===== src/spkcr_pkg.sv =====
package spkcr_pkg;

   // control word layout
   localparam int WORD_W       = 16;
   localparam int PAD_BIT      = 0;
   localparam int SEL_LSB      = 1;
   localparam int LATCH_PULSES = 4;

   // register selectors carried in the word
   localparam logic [1:0] SEL_PATH   = 2'h0;
   localparam logic [1:0] SEL_DUPLEX = 2'h1;
   localparam logic [1:0] SEL_NETTHR = 2'h2;
   localparam logic [1:0] SEL_TXTHR  = 2'h3;

   // field positions, path_gain_control
   localparam int MIC_BIT   = 15;
   localparam int TSD_BIT   = 14;
   localparam int GRADE_LSB = 12;
   // field positions, duplex_alloc_control
   localparam int HD_BIT    = 15;
   localparam int RSD_BIT   = 14;
   localparam int TAPS_LSB  = 12;
   // shared positions
   localparam int COEFF_LSB = 10;
   localparam int VOL_LSB   = 5;
   localparam int GAIN_LSB  = 3;

   // values after reset
   localparam logic [15:0] PATH_RST   = 16'hA080;
   localparam logic [15:0] DUPLEX_RST = 16'h2142;
   localparam logic [15:0] NETTHR_RST = 16'h0004;
   localparam logic [15:0] TXTHR_RST  = 16'h0006;

   // coefficient control codes
   localparam logic [1:0] COEFF_NORMAL = 2'h0;
   localparam logic [1:0] COEFF_CLEAR  = 2'h1;
   localparam logic [1:0] COEFF_FREEZE = 2'h2;

   // decay grading codes and tap-index shift per code
   localparam logic [1:0] GRADE_NONE = 2'h0;
   localparam logic [1:0] GRADE_FAST = 2'h1;
   localparam logic [1:0] GRADE_MID  = 2'h2;
   localparam int         SHIFT_FAST = 5;
   localparam int         SHIFT_MID  = 6;
   localparam int         SHIFT_SLOW = 7;

   // volume codes: unity (+0 dB) and mute
   localparam logic [4:0] VOL_UNITY = 5'h0A;
   localparam logic [4:0] VOL_MUTE  = 5'h1F;

   typedef logic [WORD_W-1:0] spkcr_word_t;

   typedef struct packed {
      logic       agc_en;
      logic       mute;
      logic [4:0] atten;
   } spkcr_vol_t;

   typedef enum logic [2:0] {
      RX_IDLE  = 3'h1,
      RX_SHIFT = 3'h2,
      RX_LATCH = 3'h4
   } spkcr_rx_state_t;

endpackage : spkcr_pkg


===== src/spkcr_word_if.sv =====
`timescale 1ns/100ps
interface spkcr_word_if;
   import spkcr_pkg::*;
   logic        word_valid;
   spkcr_word_t word;
   modport rx   (output word_valid, output word);
   modport bank (input word_valid, input word);
endinterface : spkcr_word_if

===== src/spkcr_regs.sv =====
`timescale 1ns/100ps
// Operation
// RQ1: word bits 2..1 pick which of four control registers is loaded
// RQ2: controller always sends zero in bit 0; words with bit 0 set are dropped
// RQ3: path bit 15 enables the mic preamp; resets to one
// RQ4: path bit 14 disables transmit suppression; resets to zero
// RQ5: transmit attenuates only on receive speech without near-end speech
// RQ6: path bits 13..12 pick acoustic decay grading, reset 10; network unaffected
// RQ7: graded decay gives earlier taps larger update gain, later taps smaller
// RQ8: path bits 11..10 acoustic coefficients: normal, clear, freeze, reserved
// RQ9: acoustic clear without half-duplex disable forces half-duplex
// RQ10: path bits 9..5 receive volume, 3 dB steps, 11111 mutes, reset 00100
// RQ11: volume below +0 dB is digital attenuation; above, AGC active; at +0 dB the code gives zero attenuation with AGC off
// RQ12: path bits 4..3 acoustic input gain code, reset 0 dB
// RQ13: half-duplex disable bit resets clear, howling protection active
// RQ14: receive suppression active after reset, attenuates when no far-end speech
// RQ15: tap split resets to 39.5 ms acoustic, 24 ms network
// RQ16: network input gain resets to 0 dB, same four steps
// RQ17: network coefficient control uses acoustic encoding, resets normal
// RQ18: transmit volume uses receive volume encoding, resets to +0 dB
module spkcr_regs
(
   // clock and reset
   input  wire logic        CORE_CLK_I,
   input  wire logic        RSTN_I,
   // serial control pins
   input  wire logic        DATA_I,
   input  wire logic        STROBE_I,
   input  wire logic        DRDY_N_I,
   // speech and echo status from the signal path
   input  wire logic        RX_SPEECH_I,
   input  wire logic        NEAR_SPEECH_I,
   input  wire logic        HOWL_RISK_I,
   input  wire logic [8:0]  TAP_INDEX_I,
   // analog front end
   output logic             MIC_EN_O,
   output logic [1:0]       TX_INPUT_GAIN_O,
   output logic [1:0]       RX_INPUT_GAIN_O,
   // canceller control
   output logic [1:0]       TAP_SPLIT_O,
   output logic             ACOUSTIC_CLEAR_O,
   output logic             ACOUSTIC_FREEZE_O,
   output logic             NETWORK_CLEAR_O,
   output logic             NETWORK_FREEZE_O,
   output logic [3:0]       BETA_SHIFT_O,
   // volume
   output logic [4:0]       RX_VOLUME_O,
   output logic             RX_AGC_EN_O,
   output logic [4:0]       RX_ATTEN_O,
   output logic             RX_MUTE_O,
   output logic [4:0]       TX_VOLUME_O,
   output logic             TX_AGC_EN_O,
   output logic [4:0]       TX_ATTEN_O,
   output logic             TX_MUTE_O,
   // suppression and duplex
   output logic             TX_SUPPRESS_O,
   output logic             RX_SUPPRESS_O,
   output logic             HALF_DUPLEX_O,
   // threshold registers, raw
   output spkcr_pkg::spkcr_word_t NET_THRESH_O,
   output spkcr_pkg::spkcr_word_t TX_THRESH_O
);
   import spkcr_pkg::*;

   spkcr_word_if word_bus ();

   spkcr_word_t path_reg;
   spkcr_word_t next_path_reg;
   spkcr_word_t dup_reg;
   spkcr_word_t next_dup_reg;
   spkcr_word_t net_reg;
   spkcr_word_t next_net_reg;
   spkcr_word_t txt_reg;
   spkcr_word_t next_txt_reg;
   logic [1:0]  sel;

   spkcr_vol_t  rx_vol;
   spkcr_vol_t  next_rx_vol;
   spkcr_vol_t  tx_vol;
   spkcr_vol_t  next_tx_vol;
   logic [1:0]  acc_dec;
   logic [1:0]  next_acc_dec;
   logic [1:0]  ncc_dec;
   logic [1:0]  next_ncc_dec;
   logic [3:0]  beta;
   logic [3:0]  next_beta;
   logic        tx_supp;
   logic        next_tx_supp;
   logic        rx_supp;
   logic        next_rx_supp;
   logic        half_dup;
   logic        next_half_dup;

   // volume code to agc / mute / 3 dB attenuation steps
   function automatic spkcr_vol_t vol_decode(input logic [4:0] code);
      spkcr_vol_t v;
      v = '0;
      if (code == VOL_MUTE)
      begin
         v.mute = 1'b1;
      end
      else if (code < VOL_UNITY)
      begin
         v.agc_en = 1'b1;
      end
      else
      begin
         v.atten = 5'(code - VOL_UNITY);
      end
      return v;
   endfunction : vol_decode

   // {clear, freeze}; reserved code behaves as normal
   function automatic logic [1:0] coeff_decode(input logic [1:0] code);
      logic [1:0] d;
      d = 2'h0;
      if (code == COEFF_CLEAR)
      begin
         d = 2'h2;
      end
      else if (code == COEFF_FREEZE)
      begin
         d = 2'h1;
      end
      return d;
   endfunction : coeff_decode

   spkcr_serial_rx spkcr_serial_rx_i (
      .clk_i    (CORE_CLK_I),
      .rstn_i   (RSTN_I),
      .data_i   (DATA_I),
      .strobe_i (STROBE_I),
      .drdy_n_i (DRDY_N_I),
      .word_o   (word_bus.rx)
   );

   assign sel = word_bus.word[SEL_LSB +: 2];

   always_comb
   begin
      next_path_reg = path_reg;
      next_dup_reg  = dup_reg;
      next_net_reg  = net_reg;
      next_txt_reg  = txt_reg;
      // a set pad bit means a misframed word, so it is not stored
      if (word_bus.word_valid && !word_bus.word[PAD_BIT]) // [RQ2]
      begin
         case (sel) // [RQ1]
            SEL_PATH:   next_path_reg = word_bus.word;
            SEL_DUPLEX: next_dup_reg  = word_bus.word;
            SEL_NETTHR: next_net_reg  = word_bus.word;
            SEL_TXTHR:  next_txt_reg  = word_bus.word;
            default:    next_path_reg = path_reg;
         endcase
      end
   end

   always_ff @(posedge CORE_CLK_I)
   begin
      if (!RSTN_I)
      begin
         path_reg <= PATH_RST;   // [RQ3] [RQ4] [RQ6] [RQ8] [RQ10] [RQ12]
         dup_reg  <= DUPLEX_RST; // [RQ13] [RQ14] [RQ15] [RQ16] [RQ17] [RQ18]
         net_reg  <= NETTHR_RST;
         txt_reg  <= TXTHR_RST;
      end
      else
      begin
         path_reg <= next_path_reg;
         dup_reg  <= next_dup_reg;
         net_reg  <= next_net_reg;
         txt_reg  <= next_txt_reg;
      end
   end

   always_comb
   begin
      next_rx_vol  = vol_decode(path_reg[VOL_LSB +: 5]); // [RQ10] [RQ11]
      next_tx_vol  = vol_decode(dup_reg[VOL_LSB +: 5]);  // [RQ18]
      next_acc_dec = coeff_decode(path_reg[COEFF_LSB +: 2]); // [RQ8]
      next_ncc_dec = coeff_decode(dup_reg[COEFF_LSB +: 2]);  // [RQ17]
      // later taps get a larger shift, i.e. a smaller update gain
      case (path_reg[GRADE_LSB +: 2]) // [RQ6] [RQ7]
         GRADE_NONE: next_beta = 4'h0;
         GRADE_FAST: next_beta = 4'(TAP_INDEX_I >> SHIFT_FAST);
         GRADE_MID:  next_beta = 4'(TAP_INDEX_I >> SHIFT_MID);
         default:    next_beta = 4'(TAP_INDEX_I >> SHIFT_SLOW);
      endcase
      next_tx_supp  = !path_reg[TSD_BIT] && RX_SPEECH_I && !NEAR_SPEECH_I; // [RQ4] [RQ5]
      next_rx_supp  = !dup_reg[RSD_BIT] && !RX_SPEECH_I; // [RQ14]
      next_half_dup = !dup_reg[HD_BIT]
                      && (HOWL_RISK_I || next_acc_dec[1]); // [RQ9] [RQ13]
   end

   always_ff @(posedge CORE_CLK_I)
   begin
      if (!RSTN_I)
      begin
         rx_vol   <= '0;
         tx_vol   <= '0;
         acc_dec  <= 2'h0;
         ncc_dec  <= 2'h0;
         beta     <= 4'h0;
         tx_supp  <= 1'b0;
         rx_supp  <= 1'b0;
         half_dup <= 1'b0;
      end
      else
      begin
         rx_vol   <= next_rx_vol;
         tx_vol   <= next_tx_vol;
         acc_dec  <= next_acc_dec;
         ncc_dec  <= next_ncc_dec;
         beta     <= next_beta;
         tx_supp  <= next_tx_supp;
         rx_supp  <= next_rx_supp;
         half_dup <= next_half_dup;
      end
   end

   assign MIC_EN_O          = path_reg[MIC_BIT]; // [RQ3]
   assign TX_INPUT_GAIN_O   = path_reg[GAIN_LSB +: 2]; // [RQ12]
   assign RX_INPUT_GAIN_O   = dup_reg[GAIN_LSB +: 2];  // [RQ16]
   assign TAP_SPLIT_O       = dup_reg[TAPS_LSB +: 2];  // [RQ15]
   assign RX_VOLUME_O       = path_reg[VOL_LSB +: 5];
   assign TX_VOLUME_O       = dup_reg[VOL_LSB +: 5];
   assign ACOUSTIC_CLEAR_O  = acc_dec[1];
   assign ACOUSTIC_FREEZE_O = acc_dec[0];
   assign NETWORK_CLEAR_O   = ncc_dec[1];
   assign NETWORK_FREEZE_O  = ncc_dec[0];
   assign BETA_SHIFT_O      = beta;
   assign RX_AGC_EN_O       = rx_vol.agc_en;
   assign RX_ATTEN_O        = rx_vol.atten;
   assign RX_MUTE_O         = rx_vol.mute;
   assign TX_AGC_EN_O       = tx_vol.agc_en;
   assign TX_ATTEN_O        = tx_vol.atten;
   assign TX_MUTE_O         = tx_vol.mute;
   assign TX_SUPPRESS_O     = tx_supp;
   assign RX_SUPPRESS_O     = rx_supp;
   assign HALF_DUPLEX_O     = half_dup;
   assign NET_THRESH_O      = net_reg;
   assign TX_THRESH_O       = txt_reg;
endmodule : spkcr_regs


===== src/spkcr_serial_rx.sv =====
`timescale 1ns/100ps
module spkcr_serial_rx
(
   // clock and reset
   input  wire logic  clk_i,
   input  wire logic  rstn_i,
   // serial pins, asynchronous
   input  wire logic  data_i,
   input  wire logic  strobe_i,
   input  wire logic  drdy_n_i,
   // assembled word
   spkcr_word_if.rx   word_o
);
   import spkcr_pkg::*;

   logic [2:0]      sync1;
   logic [2:0]      sync2;
   logic            strobe_prev;
   spkcr_rx_state_t state;
   spkcr_rx_state_t next_state;
   spkcr_word_t     shreg;
   spkcr_word_t     next_shreg;
   logic [1:0]      cnt;
   logic [1:0]      next_cnt;
   logic            valid;
   logic            next_valid;
   spkcr_word_t     word;
   spkcr_word_t     next_word;
   logic            rise;
   logic            drdy_n;

   // strobe is only sampled, never used as a clock
   always_ff @(posedge clk_i)
   begin
      if (!rstn_i)
      begin
         sync1       <= 3'h7;
         sync2       <= 3'h7;
         strobe_prev <= 1'b1;
      end
      else
      begin
         sync1       <= {data_i, strobe_i, drdy_n_i};
         sync2       <= sync1;
         strobe_prev <= sync2[1];
      end
   end

   assign rise   = sync2[1] & ~strobe_prev;
   assign drdy_n = sync2[0];

   always_comb
   begin
      next_state = state;
      next_shreg = shreg;
      next_cnt   = cnt;
      next_valid = 1'b0;
      next_word  = word;
      case (state)
         RX_IDLE, RX_SHIFT:
         begin
            if (!drdy_n)
            begin
               next_state = RX_SHIFT;
               if (rise)
               begin
                  next_shreg = {shreg[WORD_W-2:0], sync2[2]};
               end
            end
            else if (state == RX_SHIFT)
            begin
               next_state = RX_LATCH;
               next_cnt   = 2'h0;
            end
         end
         RX_LATCH:
         begin
            // transfer resumed before the latch pulses finished
            if (!drdy_n)
            begin
               next_state = RX_SHIFT;
            end
            else if (rise)
            begin
               if (cnt == 2'(LATCH_PULSES - 1))
               begin
                  next_valid = 1'b1;
                  next_word  = shreg;
                  next_state = RX_IDLE;
               end
               else
               begin
                  next_cnt = 2'(cnt + 2'h1);
               end
            end
         end
         default:
         begin
            next_state = RX_IDLE;
         end
      endcase
   end

   always_ff @(posedge clk_i)
   begin
      if (!rstn_i)
      begin
         state <= RX_IDLE;
         shreg <= '0;
         cnt   <= 2'h0;
         valid <= 1'b0;
         word  <= '0;
      end
      else
      begin
         state <= next_state;
         shreg <= next_shreg;
         cnt   <= next_cnt;
         valid <= next_valid;
         word  <= next_word;
      end
   end

   assign word_o.word_valid = valid;
   assign word_o.word       = word;

endmodule : spkcr_serial_rx


===== config.mk =====
export PLATFORM = sky130hd
export DESIGN_NAME = spkcr_regs
export DESIGN_NICKNAME = d
export VERILOG_FILES = /design/src/spkcr_pkg.sv /design/src/spkcr_word_if.sv /design/src/spkcr_regs.sv /design/src/spkcr_serial_rx.sv
export SDC_FILE = /design/constraint.sdc
export NUM_CORES = 1
export LEC_CHECK = 0
export BUFFER_PORTS_ARGS = -buffer_cell sky130_fd_sc_hd__buf_2
export CORE_UTILIZATION = 45
export CTS_BUF_LIST = sky130_fd_sc_hd__clkbuf_4
export DETAILED_ROUTE_END_ITERATION = 12
export PLACE_DENSITY = 0.72
export SLEW_MARGIN = 20
export SYNTH_ARGS = -nofsm -noshare
export SYNTH_HDL_FRONTEND = slang
export SYNTH_SLANG_ARGS = --single-unit
export TNS_END_PERCENT = 20

===== constraint.sdc =====
create_clock -name CORE_CLK_I -period 1.8 [get_ports CORE_CLK_I]
set_input_delay 0.36 -clock CORE_CLK_I [delete_from_list [all_inputs] [get_ports CORE_CLK_I]]
set_output_delay 0.36 -clock CORE_CLK_I [all_outputs]
set_load 0.01 [all_outputs]

## After elaboration in Yosys (flattened, before gate mapping)

Index checks and enable logic that the tools add are counted.

- Register bits after elaboration: 134
- Input port bits: 17
- Word-level logic and storage cells: 111

- $add $sub $neg: 3
- Order comparisons: 2
- Eq/ne operators: 23
- Mux-type cells: 22
- Bitwise gates (word level): 4
- Reduce and logical (&&, ||, !) cells: 31

Operators with widths:

| kind | number |
|---|---|
| 2-to-1 mux 3 bit | 5 |
| 2-to-1 mux 2 bit | 7 |
| equality test 2 bit, second input constant | 6 |
| case mux 4 bit (3 select lines) | 1 |
| equality test 5 bit, second input constant | 2 |
| less-than comparator 5 x 4 -> 1 bit, second input constant | 2 |
| OR reduction 2 bit | 5 |
| subtractor 5 x 4 -> 5 bit, second input constant | 2 |
| inequality test 3 bit, second input constant | 3 |
| equality test 2 x 1 -> 1 bit, second input constant | 4 |
| inequality test 2 x 1 -> 1 bit, second input constant | 4 |
| AND reduction 2 bit | 4 |
| AND reduction 4 bit | 2 |
| 2-to-1 mux 1 bit | 7 |
| logical NOT 1 bit | 6 |
| case mux 3 bit (2 select lines) | 1 |
| AND reduction 3 bit | 2 |
| AND reduction 6 bit | 1 |
| OR reduction 3 bit | 2 |
| logical AND 1 bit | 5 |
| logical NOT 2 bit | 2 |
| case mux 2 bit (2 select lines) | 1 |
| equality test 3 x 1 -> 1 bit, second input constant | 1 |
| equality test 3 x 2 -> 1 bit, second input constant | 1 |
| other kinds (7) | 9 |

## Longest topological paths before layout

- Word-level depth: 5
- Mapped depth: 6
- Mapped depth without buffers: 5

## Modules after synthesis

Synthesis repeated with hierarchy kept, for this count alone.

- Cell total of the unflattened synthesis: 462
- Area total of the unflattened synthesis: 4642.0 um^2

By module, submodules not included:

| module | times used | cells an instance | area each (um^2) | sequential area each (um^2) |
|---|---|---|---|---|
| spkcr_regs | 1 | 308 | 2979.1 | 1661.6 |
| spkcr_serial_rx | 1 | 154 | 1662.8 | 900.9 |

## Worst setup path before layout

Ideal clock, no wire load.

- Path type: register to register
- Start: register spkcr_serial_rx_i.state[2]
- End: register spkcr_serial_rx_i.shreg[10]
- Arrival time: 1.365 ns
- Path slack: 0.316 ns
- Stages on the path, launching flop included: 7
- Cells stage by stage: dfxtp_1 > buf_6 > or4b_1 > buf_2 > buf_6 > o21ai_1 > a21boi_1

- Longest elaborated chain between the ends: 3
- Elaborated cells on any way between the ends: 4
- Those cells by class: eq/ne: 2; reduce/logical: 2

Ends and longest elaborated chain:

| item | line | RTL |
|---|---|---|
| start: declaration | spkcr_serial_rx.sv:19 | `spkcr_rx_state_t state;` |
| start signal: assignment | spkcr_serial_rx.sv:116 | `state <= next_state;` |
| equality test 3 x 1 -> 1 bit / equality test 3 x 2 -> 1 bit (equally long branches) | spkcr_serial_rx.sv:59 | `case (state)` |
| OR reduction 2 bit (*) | spkcr_serial_rx.sv:59 |  |
| AND reduction 3 bit (no source line) (*) | - |  |
| end signal: assignment | spkcr_serial_rx.sv:117 | `shreg <= next_shreg;` |
| end: declaration | spkcr_serial_rx.sv:21 | `spkcr_word_t shreg;` |

Every way passes the cells marked *; elsewhere a longest branch is shown, timed or not.
A chain may end at the register's enable or synchronous reset.

## Worst setup path in the final report

- Start: register path_reg[6]
- End: register rx_vol, in the netlist RX_ATTEN_O[3]

- Longest elaborated chain between the ends: 2
- Elaborated cells on any way between the ends: 4
- Those cells by class: add/sub: 1; order compare: 1; eq/ne: 1; reduce/logical: 1

Ends and longest elaborated chain:

| item | line | RTL |
|---|---|---|
| start: declaration | spkcr_regs.sv:67 | `spkcr_word_t path_reg;` |
| start signal: assignment | spkcr_regs.sv:169 | `path_reg <= next_path_reg;` |
| less-than comparator 5 x 4 -> 1 bit / equality test 5 bit (equally long branches) | spkcr_regs.sv:102, spkcr_regs.sv:98 |  |
| OR reduction 3 bit (no source line) | - |  |
| end signal: assignment | spkcr_regs.sv:210 | `rx_vol <= next_rx_vol;` |
| end: declaration | spkcr_regs.sv:77 | `spkcr_vol_t rx_vol;` |

Several ways; a longest one is shown, not always the timed one.

==> results.yml <==
placement:
  dp_hpwl_um: 7190
  gp_congestion: 0.761
  port_buffers: 85
  dp_slack_ns: 0.183
cells_and_area:
  antenna_cells: 0
  num-nets-final: 637
  syn_to_final_growth_pct: 17.1
  drive_gt1_share_pct: 22.3
worst_setup_path:
  cp_slowest_stage_delay_ns: 0.43
  crit_chain: "inv_1 -> ha_1 -> nor2b_1 -> o21ai_0 -> nor4_2"
  worstRegToRegCells: 5
  cp.arrival_ns: 2.20
  cp_slowest_cell: "dfxtp_1"
  critPathLaunchType: "flip-flop"
  cp_max_fo: 6
  required_ns: 2.22
  worst_setup_path_end_kind: "flip-flop"
  crit_type: "reg -> reg"
global_route:
  grt_overflow_total: 0
  grt_antenna_before_repair: 0
  grt_usage_pct: 19.5
  grt_pass1_wl_um: 17400
  grt_max_degree: 45
  grt_pass1_vias: 3602
cts:
  clkTransAtPathRegs_ns: 0.11
  cts.sinks: 128
  cts_tree: "built"
  cts-root-buf: "clkbuf_4"
  numCtsBuffers: 17
  h-tree-depth: 4
  cts_setup_buffers: 0
  clock_latency_ns: 0.53
  clockBufferDepth: 2
sta:
  setup_slack_ns: 0.0234
  fin_crit_ns: 1.78
  hold_viol_final: 0
  timing.fmax_mhz: 563
  setup_viol: 0
  fin_crit_sh_pct: 98.7
  clock_skew_ns: 0.0131
  worst_slew_pin_slew_ns: 0.655
  final_max_slew_viol_count: 0
  tns_ns: 0
  relSlewSlack_pct: 55.8
flow_run:
  max_cap_viol_count: 0
yosys:
  synth_top_area_share_pct: 51.4
  syn_avg_cell_area_um2: 9.18
  seq_area_frac_synth_pct: 51.4
  synth_seq_cells: 128
  ys_types: 47
  synthesis.nets: 563
  synthArstFlopShare_pct: 0
  yosys_warnings: 0
  syn_area_um2: 4980
  yosysMostFrequentCell: "dfxtp_1"
  synth_top_area_cell: "dfxtp_1"
  synth_common_cells: "dfxtp_1 (128), nand2_1 (110), a21boi_0 (50), nand3_1 (39)"
  synth_area_leaders: "dfxtp_1 (51%), nand2_1 (8.3%), a21boi_0 (7.5%)"
  synth-edff-count: 0
  synth_flop_cell: "dfxtp_1"
  synth_cells: 543
detailed_routing:
  vias: 3966
  postRouteWirelength_um: 10600
  vias_per_cell: 5.16
  routedWlPerCell_um: 13.8
  drt-pass1-iter-count: 4
  drtIter0Drc: 269
  drc: 0
  ant_nets: 0
pwr:
  leakage_nw: 2.29
  p_total_mw: 5.39
  ir_drop_mv: 0.438
  p_per_area_nw_per_um2: 923
floorplanning:
  coreArea_um2: 10800
  io_pins: 91
  fp.dieH_um: 107
  floorplan.rows: 38
  start_util_pct: 46.2
  die_area_um2: 11500
  die_w_um: 107
status:
  status: "complete, no violations"
min_path:
  hold_depth: 2
  hold_path_class: "in -> reg"
-- repair_timing --
action	4_1_cts	5_1_grt
gates resized for setup	0	1
hold endpoints to repair	5	0
hold buffers	5	0
endpoints found under the setup margin	0	1
-- through the flow --
step	cells	hold WS (ns)	area, um^2	util, %
final	769	0.0777	5840	54.1
after global routing	769	0.0753	5840	54.1
after CTS	769	0.0462	5830	54.0
after detailed placement	733	0.396	5430	50.3
after global placement	733	0.388	5430	50.3
after floorplan	543	0.386	4980	-
-- placed cells by master (no fill, tap or decap), types with 3 or more instances in the layout --
master           n
dfxtp_1        128
nand2_1        110
buf_2           85
a21boi_0        50
nand3_1         39
o21ai_0         29
a21boi_1        29
clkbuf_4        18
buf_4           18
nand2b_1        10
o21ai_1         10
nor3b_1          8
nor2b_1          7
nand3b_1         6
and3_1           6
nor2_1           6
bufinv_16        6
inv_1            5
dlygate4sd3_1    5
nor3_1           4
and2_1           4
nand4bb_1        3
ha_1             3
clkinv_2         3
-- final cells by class --
type | count | area, um^2
inverters | 5 | 18.8
clock buffers | 18 | 135
fillers | 977 | 4960
flip-flops and latches | 128 | 2560
clock inverters | 13 | 218
repair buffers | 108 | 611
multi-input cells | 357 | 2120
well taps | 140 | 175
-- report_power, final --
group / total, mW / internal [mW] / switching [mW]
clock network: 2.39 / 1.37 / 1.02
registers: 2.86 / 2.85 / 0.0110
logic: 0.141 / 0.0702 / 0.0705
total: 5.39 / 4.29 / 1.10
-- final timing paths --
| path | startpoint | to | slack (ns) |
|---|---|---|---|
| worst max-delay path | path_reg[6]$_SDFFE_PN0P_ | RX_ATTEN_O[3]$_SDFF_PP0_ | 0.02 |
| worst min-delay path | TAP_INDEX_I[8] | BETA_SHIFT_O[3]$_SDFF_PN0_ | 0.08 |
| worst max register to register | path_reg[6]$_SDFFE_PN0P_ | RX_ATTEN_O[3]$_SDFF_PP0_ | 0.02 |
| worst min register to register | spkcr_serial_rx_i.sync1[0]$_SDFF_PN1_ | spkcr_serial_rx_i.sync2[0]$_SDFF_PN1_ | 0.42 |
-- worst max-delay path, delay by kind of cell (launching register included) --
kind	cells	cell delay [ns]
AND/OR/NAND/NOR	2	0.66
adder cells (fa/ha/maj)	1	0.21
buffers and inverters	1	0.07
AO/OA/AOI/OAI	1	0.30
flip-flops	1	0.43
-- per-layer routing --
layer  wire, um  global-route usage [%]  up-vias  share of wire, %
li1           -                       -     1991                 -
met1       4800                    24.3     1858                45
met2       5050                    31.2       93                48
met3        519                    5.05       24               4.9
met4        255                    9.78        0               2.4
met5          0                       0        -                 0
-- cell families (layout without fill, tap and decap cells) --
family | count (synthesis) | in the layout | share of synthesized area (%)
buffers and inverters | 58 | 144 | 6.23
AND/OR/NAND/NOR | 221 | 221 | 23.2
AO/OA/AOI/OAI | 127 | 127 | 17.1
adder cells (fa/ha/maj) | 3 | 3 | 0.753
multiplexers | 2 | 2 | 0.402
XOR/XNOR | 4 | 4 | 0.854
flip-flops | 128 | 128 | 51.4
(Power assumes the default switching activity.)
